--- src/include/stsc_defines.vh ---
`ifndef STSC_DEFINES_VH
`define STSC_DEFINES_VH

// trigger source codes
`define STSC_SRC_W 3
`define STSC_SRC_BUS 3'h0
`define STSC_SRC_BACKPLANE 3'h1
`define STSC_SRC_EXT 3'h2
`define STSC_SRC_HOLD 3'h3
`define STSC_SRC_IMM 3'h4

// reset defaults
`define STSC_RST_SRC 3'h4
`define STSC_RST_ARM_COUNT 8'h01
`define STSC_RST_CONT 1'h0

// self-test answers
`define STSC_TST_PASS 8'h00
`define STSC_TST_MFR 8'h67
`define STSC_TST_PON 8'h6E

// query keyword codes
`define STSC_KW_BUS 3'h0
`define STSC_KW_BACKPLANE_TRIGGER_SOURCE 3'h1
`define STSC_KW_EXT 3'h2
`define STSC_KW_HOLD 3'h3
`define STSC_KW_IMM 3'h4

// channel list
`define STSC_CH_W 4
`define STSC_CH_LAST 4'hF

// settle delay counter width
`define STSC_SETTLE_W 16

// switchboxes sharing the external trigger input
`define STSC_NBOX 4
`define STSC_BOX_W 2

`endif

--- src/rtl/stsc_scan_trigger.v ---
`timescale 1ns/1ps
`include "stsc_defines.vh"

// Function
// - source select is stored; armed only by initiate
// - immediate trigger only in hold or bus
// - software trigger leaves source selection unchanged
// - backplane source: falling strobe advances channel
// - after advance wait settle, flag settled
// - external input owned by first requesting box
// - owner keeps input until source changes
// - request while owned elsewhere: refuse, flag error
// - bus source accepts three trigger origins
// - reset command restores defaults (box 0 slot only), opens channels
// - source query returns keyword code
// - self-test returns 110, 103 or 0
// - clear-status clears all held status
// - abort stops scan, returns idle
module stsc_scan_trigger (
  // clock and reset
  input wire sys_clk_i,
  input wire rst_b_i,
  // command strobes, one cycle each
  input wire set_src_i,
  input wire [`STSC_SRC_W-1:0] src_sel_i,
  input wire [`STSC_BOX_W-1:0] box_sel_i,
  input wire define_list_i,
  input wire [`STSC_CH_W-1:0] list_first_i,
  input wire [`STSC_CH_W-1:0] list_last_i,
  input wire initiate_i,
  input wire soft_trig_i,
  input wire common_trig_i,
  input wire group_exec_trig_i,
  input wire abort_i,
  input wire reset_cmd_i,
  input wire clear_status_i,
  input wire [`STSC_SETTLE_W-1:0] route_settle_delay_i,
  input wire [7:0] arm_count_i,
  input wire set_arm_count_i,
  input wire set_cont_i,
  input wire cont_i,
  // self-test inputs
  input wire power_on_intr_i,
  input wire id_bad_i,
  // trigger lines
  input wire scan_step_b_i,
  input wire event_in_i,
  // outputs
  output reg [`STSC_SRC_W-1:0] src_query_o,
  output reg [7:0] self_test_o,
  output reg armed_o,
  output reg list_valid_o,
  output reg [`STSC_CH_W-1:0] channel_o,
  output reg channel_closed_o,
  output reg route_settled_b_o,
  output reg error_o,
  output reg [`STSC_NBOX-1:0] ext_owner_o,
  output reg [7:0] arm_count_o,
  output reg cont_o
);

  localparam ST_IDLE = 3'b001;
  localparam ST_ARMED = 3'b010;
  localparam ST_SETTLE = 3'b100;

  reg [2:0] state;
  reg [`STSC_CH_W-1:0] first_ch;
  reg [`STSC_CH_W-1:0] last_ch;
  reg [`STSC_SETTLE_W-1:0] settle_cnt;
  reg trig;
  wire [`STSC_SRC_W*`STSC_NBOX-1:0] box_src;
  wire [`STSC_NBOX-1:0] box_own;
  wire [`STSC_SRC_W-1:0] cur_src;
  wire step_fall;
  wire ext_rise;
  wire ext_free;
  wire ext_mine;
  wire ext_req;
  wire src_refused;
  wire src_load;
  genvar g;

  // only box 0 drives this block's scan; other boxes share the ext arbiter
  assign cur_src = box_src[`STSC_SRC_W-1:0];
  assign ext_free = ~|ext_owner_o;
  assign ext_mine = ext_owner_o[box_sel_i];
  assign ext_req = set_src_i && (src_sel_i == `STSC_SRC_EXT);
  // a claim on an input held by another box stores no source; it only sets error_o
  assign src_refused = ext_req && !ext_free && !ext_mine;
  // selection only stores; soft triggers never touch it
  assign src_load = set_src_i && !src_refused;

  // owners are flip-flops inside the slots; this only gathers them
  always @* begin
    ext_owner_o = box_own;
  end

  // one slot per switchbox: stored source and external-input ownership
  generate
    for (g = 0; g < `STSC_NBOX; g = g + 1) begin : box_gen
      stsc_box_slot stsc_box_slot_i (
        .sys_clk_i(sys_clk_i),
        .rst_b_i(rst_b_i),
        .load_i(src_load && (box_sel_i == g)),
        .src_sel_i(src_sel_i),
        .claim_i(ext_req),
        .restore_i(reset_cmd_i && (g == 0)),
        .src_o(box_src[g*`STSC_SRC_W +: `STSC_SRC_W]),
        .own_o(box_own[g])
      );
    end
  endgenerate

  // detectors start at the idle level of their pin, so reset gives no edge
  stsc_edge_det #(
    .IDLE(1'b1),
    .FALL(1'b1)
  ) stsc_edge_det_step_i (
    .sys_clk_i(sys_clk_i),
    .rst_b_i(rst_b_i),
    .pin_i(scan_step_b_i),
    .edge_o(step_fall)
  );

  stsc_edge_det #(
    .IDLE(1'b0),
    .FALL(1'b0)
  ) stsc_edge_det_ext_i (
    .sys_clk_i(sys_clk_i),
    .rst_b_i(rst_b_i),
    .pin_i(event_in_i),
    .edge_o(ext_rise)
  );

  // trigger from the selected source
  always @* begin
    trig = 1'b0;
    case (cur_src)
      `STSC_SRC_BUS: trig = soft_trig_i | common_trig_i | group_exec_trig_i;
      `STSC_SRC_HOLD: trig = soft_trig_i;
      `STSC_SRC_BACKPLANE: trig = step_fall;
      `STSC_SRC_EXT: trig = ext_owner_o[0] & ext_rise;
      `STSC_SRC_IMM: trig = 1'b1;
      default: trig = 1'b0;
    endcase
  end

  always @(posedge sys_clk_i or negedge rst_b_i) begin
    if (!rst_b_i) begin
      state <= ST_IDLE;
      first_ch <= {`STSC_CH_W{1'b0}};
      last_ch <= {`STSC_CH_W{1'b0}};
      settle_cnt <= {`STSC_SETTLE_W{1'b0}};
      armed_o <= 1'b0;
      list_valid_o <= 1'b0;
      channel_o <= {`STSC_CH_W{1'b0}};
      channel_closed_o <= 1'b0;
      route_settled_b_o <= 1'b1;
      error_o <= 1'b0;
      arm_count_o <= `STSC_RST_ARM_COUNT;
      cont_o <= `STSC_RST_CONT;
    end else begin
      route_settled_b_o <= 1'b1;
      if (set_arm_count_i) begin
        arm_count_o <= arm_count_i;
      end
      if (set_cont_i) begin
        cont_o <= cont_i;
      end
      if (define_list_i) begin
        first_ch <= list_first_i;
        last_ch <= list_last_i;
        list_valid_o <= 1'b1;
      end
      // error level stays until clear-status; a new error wins over clear
      if (src_refused) begin
        error_o <= 1'b1;
      end else if (clear_status_i) begin
        error_o <= 1'b0;
      end
      case (state)
        ST_IDLE: begin
          if (initiate_i && (list_valid_o || define_list_i)) begin
            state <= ST_ARMED;
            armed_o <= 1'b1;
            channel_o <= define_list_i ? list_first_i : first_ch;
            channel_closed_o <= 1'b1;
          end
        end
        ST_ARMED: begin
          if (trig) begin
            channel_o <= (channel_o == last_ch) ? first_ch : channel_o + 1'b1;
            settle_cnt <= route_settle_delay_i;
            state <= ST_SETTLE;
          end
        end
        ST_SETTLE: begin
          if (settle_cnt == {`STSC_SETTLE_W{1'b0}}) begin
            route_settled_b_o <= 1'b0;
            state <= ST_ARMED;
          end else begin
            settle_cnt <= settle_cnt - 1'b1;
          end
        end
        default: state <= ST_IDLE;
      endcase
      if (abort_i) begin
        state <= ST_IDLE;
        armed_o <= 1'b0;
      end
      if (reset_cmd_i) begin
        state <= ST_IDLE;
        armed_o <= 1'b0;
        list_valid_o <= 1'b0;
        channel_closed_o <= 1'b0;
        arm_count_o <= `STSC_RST_ARM_COUNT;
        cont_o <= `STSC_RST_CONT;
      end
    end
  end

  // query answers are registered copies of state
  always @(posedge sys_clk_i or negedge rst_b_i) begin
    if (!rst_b_i) begin
      src_query_o <= `STSC_KW_IMM;
      self_test_o <= `STSC_TST_PASS;
    end else begin
      src_query_o <= cur_src;
      if (power_on_intr_i) begin
        self_test_o <= `STSC_TST_PON;
      end else if (id_bad_i) begin
        self_test_o <= `STSC_TST_MFR;
      end else begin
        self_test_o <= `STSC_TST_PASS;
      end
    end
  end

endmodule // stsc_scan_trigger

module stsc_box_slot (
  // clock and reset
  input wire sys_clk_i,
  input wire rst_b_i,
  // commands for this box
  input wire load_i,
  input wire [`STSC_SRC_W-1:0] src_sel_i,
  input wire claim_i,
  input wire restore_i,
  // stored state
  output reg [`STSC_SRC_W-1:0] src_o,
  output reg own_o
);

  // a reset command wins over a source command in the same cycle
  always @(posedge sys_clk_i or negedge rst_b_i) begin
    if (!rst_b_i) begin
      src_o <= `STSC_RST_SRC;
      own_o <= 1'b0;
    end else if (restore_i) begin
      src_o <= `STSC_RST_SRC;
      own_o <= 1'b0;
    end else if (load_i) begin
      src_o <= src_sel_i;
      if (claim_i) begin
        own_o <= 1'b1;
      end else begin
        own_o <= 1'b0;
      end
    end
  end

endmodule // stsc_box_slot

module stsc_edge_det #(
  parameter IDLE = 1'b1,
  parameter FALL = 1'b1
) (
  // clock and reset
  input wire sys_clk_i,
  input wire rst_b_i,
  // sampled pin and its edge
  input wire pin_i,
  output wire edge_o
);

  reg prev;

  always @(posedge sys_clk_i or negedge rst_b_i) begin
    if (!rst_b_i) begin
      prev <= IDLE;
    end else begin
      prev <= pin_i;
    end
  end

  // edge shows in the cycle the pin first carries its new level
  assign edge_o = FALL ? (prev & ~pin_i) : (~prev & pin_i);

endmodule // stsc_edge_det

--- config.mk ---
export PLATFORM = sky130hd
export DESIGN_NAME = stsc_scan_trigger
export DESIGN_NICKNAME = d
export VERILOG_FILES = /design/src/rtl/stsc_scan_trigger.v
export VERILOG_INCLUDE_DIRS = /design/src /design/src/include
export SDC_FILE = /design/constraint.sdc
export NUM_CORES = 1
export LEC_CHECK = 0
export BUFFER_PORTS_ARGS = -buffer_cell sky130_fd_sc_hd__buf_2
export CAP_MARGIN = 20
export CORE_MARGIN = 5
export CORE_UTILIZATION = 45
export DETAILED_ROUTE_END_ITERATION = 12
export HOLD_SLACK_MARGIN = 0.06
export PLACE_DENSITY = 0.7
export SYNTH_ARGS = -nofsm -noshare
export SYNTH_HDL_FRONTEND = slang
export SYNTH_SLANG_ARGS = --single-unit
--- constraint.sdc ---
create_clock -name sys_clk_i -period 2.3 [get_ports sys_clk_i]
set_input_delay 0.23 -clock sys_clk_i [delete_from_list [all_inputs] [get_ports sys_clk_i]]
set_output_delay 0.23 -clock sys_clk_i [all_outputs]
set_load 0.02 [all_outputs]
* Word level (Yosys, flattened, before mapping) *
Cells that the tools add are included.
W data, S select, Z words.

storage, ports and cells
  register bits = 65
  bits of input ports = 55
  output and inout bits = 33
  word-level logic and storage cells = 120

operators by class
  add/subtract/negate cells = 2
  order comparisons = 1
  equality and inequality tests = 18
  mux-type cells = 39
  bitwise logic cells = 7
  reduce and logical (&&, ||, !) cells = 32

operators by type and width
  operator                 count
  $mux W16                 2
  $pmux W16 S2             1
  $mux W8                  3
  $mux W3                  7
  $reduce_bool A2 Y1       9
  $mux W1                  17
  $logic_not A16 Y1        1
  $mux W4                  4
  $sub A16 B1 Y16 const B  1
  $eq A3 B2 Y1 const B     4
  $ne A4 B4 Y1 const B     3
  $logic_and A1 B1 Y1      9
  $pmux W3 S3              1
  $reduce_and A3 Y1        3
  $pmux W4 S2              1
  $mux W7                  1
  $eq A3 B1 Y1 const B     2
  $eq A3 B3 Y1 const B     2
  $ne A2 B2 Y1 const B     3
  $reduce_bool A3 Y1       2
  $pmux W1 S5              1
  $add A4 B1 Y4 const B    1
  $eq A2 B2 Y1 const B     2
  $eq A4 B4 Y1             1
  12 further kinds         18

* Longest topological paths before layout *
Gate-level depths: netlist of the first run.

  depth in word-level cells = 9
  gate-level depth with buffers = 9
  depth with buffers taken out = 7

* By module *
From an unflattened synthesis of the first run, not the netlist that was laid out.

second synthesis, totals
  cells, all modules = 331
  area, all modules = 3473.3 um^2

modules (own cells, without submodules)
  module                                 instances  cells an instance  area each (um^2)  seq. area each (um^2)
  stsc_scan_trigger                      1          275                2733.9            1281.2
  stsc_box_slot                          4          13                 165.2             101.3
  stsc_edge_det at stsc_edge_det_step_i  1          2                  40.0              26.3
  stsc_edge_det at stsc_edge_det_ext_i   1          2                  38.8              25.0

* Worst setup path before layout of the first run *
Ideal clock, no wire load.

  path type = register to register
  start point = reg settle_cnt[5]
  end point = reg settle_cnt[13]
  library setup time = 145 ps
  arrival time = 1877 ps
  required time = 2155 ps
  setup slack = 278 ps
  stages on the path, launching flop included = 9
  buffers on the path = 3
  period minus slack after synthesis = 2022 ps
  cell sequence = dfrtp_1 > or4_1 > buf_2 > nor4_4 > or2b_1 > buf_6 > and2_4 > buf_6 > o211ai_1

on the way
  word-level cells in the longest chain between the ends = 3
  elaborated cells between the ends (all ways) = 6
  classes of those cells = 1 x add/sub; 1 x eq/ne; 2 x mux; 2 x reduce/logical

ends and longest elaborated chain
  item                                                  RTL line                                          source
  start: declaration                                    stsc_scan_trigger.v:69                            reg [`STSC_SETTLE_W-1:0] settle_cnt;
  start signal: assignment                              stsc_scan_trigger.v:153                           settle_cnt <= {`STSC_SETTLE_W{1'b0}};
  start signal: assignment                              stsc_scan_trigger.v:193                           settle_cnt <= route_settle_delay_i;
  start signal: assignment                              stsc_scan_trigger.v:202                           settle_cnt <= settle_cnt - 1'b1;
  $sub A16 B1 Y16 or $logic_not A16 Y1 (tied branches)  stsc_scan_trigger.v:202, stsc_scan_trigger.v:198
  $mux W16 or $ne A2 B2 Y1 (tied branches)              n/a
  $pmux W16 S2 or $reduce_and A3 Y1 (tied branches)     n/a

Several ways; a longest one is shown, not always the timed one. The select of a mux whose other input is x is not followed.
A chain may end at the register's enable or synchronous reset.

* Worst setup path in the final report of the first run *
  start point = reg settle_cnt[5]
  end point = reg settle_cnt[9]

Same word-level chain as after synthesis.

==> metrics, run 1 <==
clock transition at the registers of the reported paths roughly 0.070 ns; vias per cell 5.529; Syn Area/Cell between 10 and 15 um2; Final period util 95.43%; GRT Util Overall between 10% and 20%; status finished, final reports clean; Setup Fix Bufs, Post-CTS 0; Max Root-Sink Buffers 2; Post-synth ARST share 100.0%; static leakage between 1.5 and 2 nW; commonest register cell after synthesis dfrtp_1; Final Skew approximately 0.011 ns; first-pass GRT wire length 13110 um; post-route ant nets 0; vias in the first global route 2847; VDD IR max approximately 420 uV; worst-skew pair later-pin latency about 0.33 ns; Vias between 2000 and 3000; worst slew pin tran around 0.67 ns; count leader, synth dfrtp_1; Post-synth EDFFs 0; Achievable Freq about 460 MHz; Post-Syn Area between 3000 and 4000 um2; # diodes 0; die height around 94 um; Core Box Area around 6800 um2; Post-Route Utilization just under 60%; crit start category flop; crit path time final between 2 and 2.5 ns; initial antenna violation count 0; CP Data Required Time roughly 2.5 ns; Num CTS Buffers 9; Synth-to-Final Area Change 24.44%; Yosys top cell by area dfrtp_1; max_cap viols 0; unrepaired setup endpoints after global routing false; post-synthesis sequential area ratio 47.46%; Post-Route Setup TNS 0 ns; gr ovfl total 0; floorplan row count 30; Power Total around 3.1 mW; Port-buffer cells 85; routability cong. 0.8161; # IOs about 90; Synth top area share about 43%; clock sinks 60; #FFs+latches synth 60; layout cell share with drive strength beyond 1 about a third; Starting Density between 40% and 50%; Syn. warnings 0; Die W roughly 94 um; crit path DAT approximately 2.4 ns; final net count around 460; CP Class reg2reg; Post-route DRC 0; DP Wirelength about 5600 um; PD cells around 800 nW/um2; commonest cells in the synthesized netlist 54 x dfrtp_1, 41 x nor2_1, 20 x a21oi_1, 14 x mux2_2, 13 x mux2i_1; Final Hold Viols 0; CTS root buf clkbuf_8; die area 8846 um2; Max FO, Critical Path 5; initial DRC count ~220; largest net degree at the start of global routing 33; drt total wl approximately 7600 um; distinct cell type count after synthesis 56; DR WL/cell about 15 um; CTS tree yes; top post-synthesis cells by area dfrtp_1 43%, dfstp_2 5.0%, mux2_2 5.0%; CTS H-tree depth 3; CP Capture Type flop; max-slew violations 0; first-pass detailed-route iteration total 5; Setup-failing EPs final 0; HP Class in2reg; cells after synthesis 310; slew margin rel. 55.23%
-- what timing repair did --
item,CTS,global route
resized for setup,0,0
hold buffers,5,0
hold endpoints to repair,29,0
-- critical path, stage by stage, from the launching register on --
cell and delay, ns:
dfrtp_1 0.42, or4_1 0.61, buf_4 0.19, nor4_1 0.31, buf_4 0.21, a41oi_1 0.12
o22a_1 0.21
-- final cells by class --
| type | instances | area (um2) |
|---|---|---|
| Inverter | 8 | 30.03 |
| Multi-Input combinational cell | 216 | 1481 |
| Sequential cell | 60 | 1509 |
| Fill cell | 623 | 2875 |
| Clock buffer | 12 | 145.1 |
| Tap cell | 96 | 120.1 |
| Timing Repair Buffer | 103 | 598.1 |
| Clock inverter | 4 | 72.57 |
-- stage by stage --
| stage | instance area (um2) | setup WS, ns | hold WS [ns] | instances |
|---|---|---|---|---|
| finish | 3956 | 0.1050 | 0.1026 | 499 |
| floorplan | 3183 | 0.2779 | -0.06559 | 311 |
| global placement | 3689 | 0.1705 | 0.3007 | 478 |
| global route | 3956 | 0.005081 | 0.08688 | 499 |
| detailed placement | 3689 | 0.1695 | 0.3083 | 478 |
| CTS | 3956 | 0.1603 | 0.08386 | 499 |
-- power breakdown --
part	total, mW	switching, mW	internal, mW	leakage [nW]
clock	1.06	0.416	0.639	0.107
combinational	0.701	0.370	0.331	1.02
sequential	1.32	0.137	1.18	0.742
total	3.08	0.923	2.15	1.87
-- path summary, 6_finish.rpt --
check | startpoint | end | slack [ns] | cells after the start
setup / recovery | settle_cnt[5]$_DFFE_PN0P_ | settle_cnt[9]$_DFFE_PN0P_ | 0.11 | 6
hold / removal | id_bad_i | self_test_o[5]$_DFF_PN0_ | 0.10 | 2
setup reg to reg | settle_cnt[5]$_DFFE_PN0P_ | settle_cnt[9]$_DFFE_PN0P_ | 0.11 | 6
hold reg to reg | box_gen[0].stsc_box_slot_i.src_o[2]$_DFFE_PN1P_ | src_query_o[2]$_DFF_PN1_ | 0.40 | 0
max in group asynchronous | rst_b_i | arm_count_o[0]$_DFFE_PN1P_ | 1.14 | 3
min in group asynchronous | rst_b_i | error_o$_DFFE_PN0P_ | 0.48 | 2
-- routing by layer --
metal | GRT usage (%) | wire length (um)
met5 | 0 | 0
met2 | 29.75 | 3580
met1 | 24.48 | 3380
met3 | 4.087 | 525
met4 | 8.785 | 160
-- logic make-up after synthesis --
kind of cell               Yosys count  share of synthesized area [%]
AOI/OAI and AO/OA                   67                          14.40
xor gates and xnor gates             7                          1.928
adders and majority gates            3                          1.181
buffers and inverters               35                          6.060
DFF                                 60                          47.46
muxes                               28                          9.760
other                                1                         0.1180
and+or+nand+nor                    109                          19.09
-- cell usage in the layout, fill, tap and decap left out, types with 3 or more instances in the layout --
master,synthesis,final
clkbuf_8,0,10
a22oi_1,4,4
buf_4,9,11
or4_1,3,3
inv_1,8,8
nand2_1,6,6
o22ai_1,4,4
dfstp_2,6,6
o22a_1,4,4
dfrtp_1,54,54
nor2_1,41,41
nor4_1,7,7
nor3_1,9,9
mux2_2,14,14
a31oi_1,4,4
a211oi_1,3,3
dlygate4sd3_1,0,5
nor3b_1,3,3
a2bb2oi_1,3,3
o21ai_0,9,9
xnor2_1,5,5
mux2i_1,13,13
nand4_1,7,7
a21oi_1,20,20
nand3b_1,5,5
buf_2,4,85
ha_1,3,3
nand3_1,7,7
nand4b_1,3,3
o221a_2,3,3
-- flip-flops by register name, indices dropped and copies added (netlist names) --
signal	cells
route_settled_b_o	1
cont_o	1
settle_cnt	16
channel_o	4
stsc_edge_det_step_i.prev	1
state	3
box_gen.stsc_box_slot_i.src_o	3
armed_o	1
stsc_edge_det_ext_i.prev	1
src_query_o	3
box_gen.stsc_box_slot_i.own_o	4
list_valid_o	1
last_ch	4
channel_closed_o	1
first_ch	4
arm_count_o	8
error_o	1
self_test_o	3
No activity file was read; power rests on OpenSTA's default activity.
==> run 2, diff against run 1 <==
CORE_ASPECT_RATIO = 0.6   (was default)
==> run 2 against run 1 <==
Via count shrank 0.47%. Worst setup slack lost 0.035 ns. Largest cell class unchanged. Clock power increased by 33%. Largest power group is now the clock network. Sequential share of layout area decreased by 0.88 points. Critical path type unchanged. First-iteration DRC count increased by 1.4%.
==> metrics, run 2 (synthesis gave the netlist of run 1 again) <==
crit path time final 2.230 ns (was 2.195 ns); Finished Layout Cells 491 (was 499); routability cong. 0.9070 (was 0.8161); vias per cell 5.593 (was 5.529); commonest non-fill, non-tap cell in the layout buf_2 (unchanged); CTS root buf clkbuf_16 (was clkbuf_8); most frequent cells in the layout 85 x buf_2, 54 x dfrtp_1, 41 x nor2_1, 20 x a21oi_1 (was 85 x buf_2, 54 x dfrtp_1, 41 x nor2_1, 20 x a21oi_1, 14 x mux2_2); layout cell share with drive strength beyond 1 36.39% (was 34.99%); PD cells 856.0 nW/um2 (was 777.8 nW/um2); initial DRC count 224 (was 221); GRT Util Overall 19.87% (was 18.81%); VDD IR max 530.7 uV (was 424.0 uV); crit path DAT 2.41 ns (was 2.40 ns); largest reg by FF count settle_cnt (unchanged); status finished, final reports clean (unchanged); Sequential cell area 1509 um2 (unchanged); Port-buffer cells 85 (unchanged); Num CTS Buffers 9 (unchanged); WHS Endpoint error_o$_DFFE_PN0P_ (was self_test_o[5]$_DFF_PN0_); max FFs per register 16 (unchanged); Setup-failing EPs final 0 (unchanged); biggest regs settle_cnt: 16 flops, arm_count_o: 8 flops (unchanged); R2R cell count 6 (unchanged); Final Skew 0.006386 ns (was 0.01070 ns); drt total wl 8242 um (was 7646 um); Post-Route Setup TNS 0 ns (unchanged); Final Hold Viols 0 (unchanged); Post-route DRC 0 (unchanged); CTS H-tree depth 3 (unchanged); Max Root-Sink Buffers 2 (unchanged); crit start category flop (unchanged); post-route ant nets 0 (unchanged); CP Data Required Time 2.48 ns (was 2.51 ns); first-pass GRT wire length 14070 um (was 13110 um); clock transition at the registers of the reported paths 0.05 ns (was 0.07 ns); Synth-to-Final Area Change 27.39% (was 24.44%); Core Box Area 6763 um2 (was 6832 um2); Finished Cell Area 4050 um2 (was 3956 um2); max_cap viols 0 (unchanged); Achievable Freq 448.3 MHz (was 455.6 MHz); Starting Density 47.01% (was 46.54%); worst-skew pair later-pin latency 0.32 ns (was 0.33 ns); area occupied by multi-input gates 1494 um2 (was 1481 um2); dpl cells 471 (was 478); # IOs 88 (unchanged); CTS tree yes (unchanged); reg2reg end settle_cnt[13]$_DFFE_PN0P_ (was settle_cnt[9]$_DFFE_PN0P_); final net count 457 (was 456); Worst Hold Depth 2 (unchanged); floorplan row count 23 (was 30); Worst R2R Setup Slack 0.07 ns (was 0.11 ns); Max FO, Critical Path 17 (was 5); DR WL/cell 16.79 um (was 15.32 um); min-delay src clear_status_i (was id_bad_i); CP Capture Type flop (unchanged); slew margin rel. 56.14% (was 55.23%); HP Class in2reg (unchanged); max-slew violations 0 (unchanged); clock sinks 60 (unchanged); RR Startpoint settle_cnt[5]$_DFFE_PN0P_ (unchanged); largest net degree at the start of global routing 29 (was 33); # diodes 0 (unchanged); die height 75.11 um (was 94.06 um); die area 8902 um2 (was 8846 um2); unrepaired setup endpoints after global routing true (was false); CP Class reg2reg (unchanged); worst slew pin tran 0.6563 ns (was 0.6715 ns); DP Wirelength 5950 um (was 5566 um); gr ovfl total 0 (unchanged); Die W 118.5 um (was 94.06 um); first-pass detailed-route iteration total 4 (was 5); initial antenna violation count 0 (unchanged); Fillers 598 (was 623); Vias 2746 (was 2759); static leakage 1.916 nW (was 1.871 nW); vias in the first global route 2807 (was 2847); Cell Area, Placed 3680 um2 (was 3689 um2); Final period util 96.98% (was 95.43%)
[run 2: cell types whose count changed in the layout (fill, tap and decap cells not counted)]
cell	previous run	this run
buf_12	2	1
buf_4	11	14
clkbuf_1	2	1
clkbuf_16	0	9
clkbuf_8	10	0
clkinv_4	0	1
clkinvlp_4	1	2
dlygate4sd3_1	5	4
inv_1	8	7
inv_2	0	1
nor4_1	7	5
nor4_2	0	2
[run 2: worst max-delay path by stage]
stage                         startpoint                         end  slack, ns  cells after the start
2_1_floorplan  settle_cnt[5]$_DFFE_PN0P_  settle_cnt[13]$_DFFE_PN0P_       0.28                      8
3_3_place_gp   settle_cnt[5]$_DFFE_PN0P_  settle_cnt[14]$_DFFE_PN0P_       0.15                      7
3_5_place_dp   settle_cnt[0]$_DFFE_PN0P_  settle_cnt[11]$_DFFE_PN0P_       0.11                      8
4_1_cts        settle_cnt[0]$_DFFE_PN0P_  settle_cnt[13]$_DFFE_PN0P_       0.07                      8
5_1_grt        settle_cnt[5]$_DFFE_PN0P_   settle_cnt[8]$_DFFE_PN0P_      -0.01                      6
6_report       settle_cnt[5]$_DFFE_PN0P_  settle_cnt[13]$_DFFE_PN0P_       0.07                      6
[run 2: critical path, cell delays in order, from the launching register on]
cell      delay [ns]
dfrtp_1         0.44
or4_1           0.63
nor4_4          0.33
or2b_1          0.20
buf_12          0.16
and2_4          0.23
o211ai_1        0.11
[run 2: final cells by class]
type                       instances  share of cell area [%]
clock inverter                     6                   2.193
tap                               87                   2.688
timing repair buffer             104                   14.58
sequential                        60                   37.26
clock buffer                      10                   5.653
multi-input combinational        216                   36.89
inverter                           8                  0.7414
[run 2: repair_timing]
action / 4_1_cts / 5_1_grt
buffers inserted: 0 / 0
endpoints found under the hold margin: 23 / 0
endpoints found under the setup margin: 0 / 3
gates resized for setup: 0 / 3
hold buffers: 4 / 0
[run 2: stage by stage]
stage / worst slack, ns / power (mW) / util [%] / hold WS (ns)
floorplan: 0.2779 / 1.778 / - / -0.06559
global route: -0.01224 / 3.638 / 59.89 / 0.1113
global placement: 0.1527 / 2.019 / 54.41 / 0.2699
finish: 0.06955 / 3.467 / 59.89 / 0.08796
detailed placement: 0.1129 / 2.035 / 54.41 / 0.2712
CTS: 0.07375 / 3.469 / 59.70 / 0.08792
[run 2: routing by layer]
metal | track usage, % | up-vias | routed length (um)
li1 | - | 1307 | -
met1 | 27.90 | 1334 | 3926
met2 | 29.53 | 97 | 3616
met3 | 6.682 | 8 | 606
met4 | 5.912 | 0 | 93
met5 | 0 | - | 0
[run 2: power by group]
| part | internal, mW | switching [mW] | total (mW) | leakage (nW) |
|---|---|---|---|---|
| logic | 0.332 | 0.381 | 0.713 | 1.02 |
| clock network | 0.947 | 0.465 | 1.41 | 0.149 |
| registers | 1.19 | 0.156 | 1.34 | 0.742 |
| total | 2.46 | 1.00 | 3.47 | 1.92 |
==> run 3, diff against run 2 <==
CELL_PAD_IN_SITES_DETAIL_PLACEMENT = 1   (was default)
CELL_PAD_IN_SITES_GLOBAL_PLACEMENT = 1   (was default)
CORE_UTILIZATION = 40   (was 45)
PLACE_DENSITY = default   (was 0.7)
PLACE_DENSITY_LB_ADDON = 0.1   (was default)
==> run 3 against run 2 <==
Via count decreased by 0.44%. Global-route usage decreased by 0.28 points. Clock skew decreased by 0.0029 ns. Clock power decreased by 18%. Count of clock-buffer cells in the layout increased by 2. Flip-flop and latch count unchanged. Register-to-register slack improved by 0.02 ns. Die area increased by 11%. First-iteration DRC count decreased by 18%. Wire length increased by 12%. Critical path type unchanged. Highest routed layer unchanged.
==> metrics, run 3 (synthesis gave the netlist of run 1 again) <==
status finished, final reports clean (unchanged); CTS tree yes (unchanged); CP Class reg2reg (unchanged); Flop pwr share 40.6% (was 38.7%); PD cells 806.5 nW/um2 (was 856.0 nW/um2); switch share 30.67% (was 28.91%); clock sinks 60 (unchanged); kind of cell adding the most delay to the critical path simple AND/OR/NAND/NOR gates (unchanged); Clk pwr share 35.5% (was 40.7%); max FFs per register 16 (unchanged); commonest non-fill, non-tap cell in the layout buf_2 (unchanged); Final Skew 0.003486 ns (was 0.006386 ns); R2R cell count 6 (unchanged); Num CTS Buffers 9 (unchanged); first-pass GRT wire length 15250 um (was 14070 um); crit-path max cell delay 0.63 ns (about the same); largest reg by FF count settle_cnt (unchanged); Max Root-Sink Buffers 2 (unchanged); VDD IR max 407.2 uV (was 530.7 uV); Critical Path Start settle_cnt[5]$_DFFE_PN0P_ (unchanged); die area 9889 um2 (was 8902 um2); Bufs and invs on worst path 1 (unchanged); worst slew pin tran 0.6697 ns (was 0.6563 ns); max-slew violations 0 (unchanged); clock transition at the registers of the reported paths 0.05 ns (about the same); Max FO, Critical Path 17 (unchanged); post-route ant nets 0 (unchanged); crit path time final 2.207 ns (was 2.230 ns); Setup-failing EPs final 0 (unchanged); DR WL/cell 17.88 um (was 16.79 um); Final Hold Viols 0 (unchanged); Int Power 2.266 mW (was 2.465 mW); initial DRC count 183 (was 224); Min Hold Slack 0.09636 ns (was 0.08796 ns); biggest regs settle_cnt: 16 flops, arm_count_o: 8 flops (unchanged); CP Data Required Time 2.49 ns (was 2.48 ns); CP Capture Type flop (unchanged); Port-buffer cells 85 (unchanged); unrepaired setup endpoints after global routing false (was true); Starting Density 40.66% (was 47.01%); Combinational Power Share 23.9% (was 20.6%); most frequent cells in the layout 85 x buf_2, 54 x dfrtp_1, 41 x nor2_1, 20 x a21oi_1, 18 x buf_4 (was 85 x buf_2, 54 x dfrtp_1, 41 x nor2_1, 20 x a21oi_1); Critical Path End settle_cnt[13]$_DFFE_PN0P_ (unchanged); layout cell share with drive strength beyond 1 36.27% (was 36.39%); crit path cell chain or4_1 -> nor4_4 -> or2b_1 -> buf_12 -> and2_4 -> o211ai_1 (unchanged); # diodes 0 (unchanged); Vias 2734 (was 2746); static leakage 1.923 nW (was 1.916 nW); Die W 125.1 um (was 118.5 um); initial antenna violation count 0 (unchanged); reg2reg end settle_cnt[13]$_DFFE_PN0P_ (unchanged); crit start category flop (unchanged); Final period util 95.94% (was 96.98%); Setup Fix Bufs, Post-CTS 0 (unchanged); worst-skew pair later-pin latency 0.33 ns (was 0.32 ns); Levels on crit path 6 (unchanged); RR Startpoint settle_cnt[5]$_DFFE_PN0P_ (unchanged); GRT Util Overall 19.59% (was 19.87%); final net count 462 (was 457); vias per cell 5.298 (was 5.593); CTS H-tree depth 3 (unchanged); die height 79.06 um (was 75.11 um); vias in the first global route 2862 (was 2807); Post-route DRC 0 (unchanged); Slowest cell on crit path or4_1 (unchanged); first-pass detailed-route iteration total 4 (unchanged); Power Total 3.268 mW (was 3.467 mW); routability cong. 0.7831 (was 0.9070); HP Class in2reg (unchanged); slew margin rel. 55.36% (was 56.14%); DP Wirelength 6925 um (was 5950 um); CTS root buf clkbuf_16 (unchanged); Post-Route Setup TNS 0 ns (unchanged); Synth-to-Final Area Change 27.43% (was 27.39%); # IOs 88 (unchanged); largest net degree at the start of global routing 35 (was 29); max_cap viols 0 (unchanged); gr ovfl total 0 (unchanged); Achievable Freq 453.2 MHz (was 448.3 MHz); net switching power figure 1.002 mW (about the same); Worst R2R Setup Slack 0.09 ns (was 0.07 ns); drt total wl 9227 um (was 8242 um); crit path DAT 2.40 ns (was 2.41 ns); floorplan row count 25 (was 23); Core Box Area 7820 um2 (was 6763 um2)
run 3: stage by stage:
stage | worst slack (ns) | cells | util, % | area [um2]
2_1_floorplan | 0.2779 | 311 | - | 3183
3_3_place_gp | 0.1482 | 497 | 48.03 | 3756
3_5_place_dp | 0.1166 | 497 | 48.03 | 3756
4_1_cts | 0.08012 | 516 | 51.76 | 4048
5_1_grt | 0.005372 | 516 | 51.81 | 4051
6_report | 0.09329 | 516 | 51.81 | 4051
run 3: metal layers:
metal	part of all wire, %	GRT usage (%)	vias to the layer above	routed length (um)
li1	-	-	1316	-
met5	0	0	-	0
met3	5.6	6.384	9	518
met4	0.95	4.221	0	88
met2	41	28.51	64	3828
met1	52	28.43	1345	4790
run 3: power by group through the flow:
stage,clock network (mW),logic [mW],registers (mW)
finish,1.16,0.780,1.33
global placement,0,0.746,1.33
floorplan,0,0.430,1.35
CTS,1.19,0.775,1.32
global route,1.23,0.850,1.34
detailed placement,0,0.763,1.34
run 3: worst min-delay path by stage:
stage | slack (ns) | cells after the start | start | to
final | 0.1 | 2 | abort_i | state[2]$_DFFE_PN0P_
after global routing | 0.1 | 2 | abort_i | state[2]$_DFFE_PN0P_
after CTS | 0.09 | 2 | abort_i | state[2]$_DFFE_PN0P_
after detailed placement | 0.31 | 1 | rst_b_i | cont_o$_DFFE_PN0P_
after global placement | 0.30 | 1 | rst_b_i | cont_o$_DFFE_PN0P_
after floorplan | -0.07 | 0 | rst_b_i | arm_count_o[1]$_DFFE_PN0P_
run 3: repair_timing:
action | in CTS | in global routing
gates resized for setup | 0 | 2
hold endpoints to repair | 26 | 0
hold buffers | 4 | 0
endpoints found under the setup margin | 0 | 13
run 3: final cells by class:
class	count	area (um2)
Clock buffer	12	236.5
Inverter	8	30.03
Tap cell	108	135.1
Clock inverter	3	15.01
Fill cell	915	3769
Sequential cell	60	1509
Multi-Input combinational cell	216	1485
Timing Repair Buffer	109	640.6
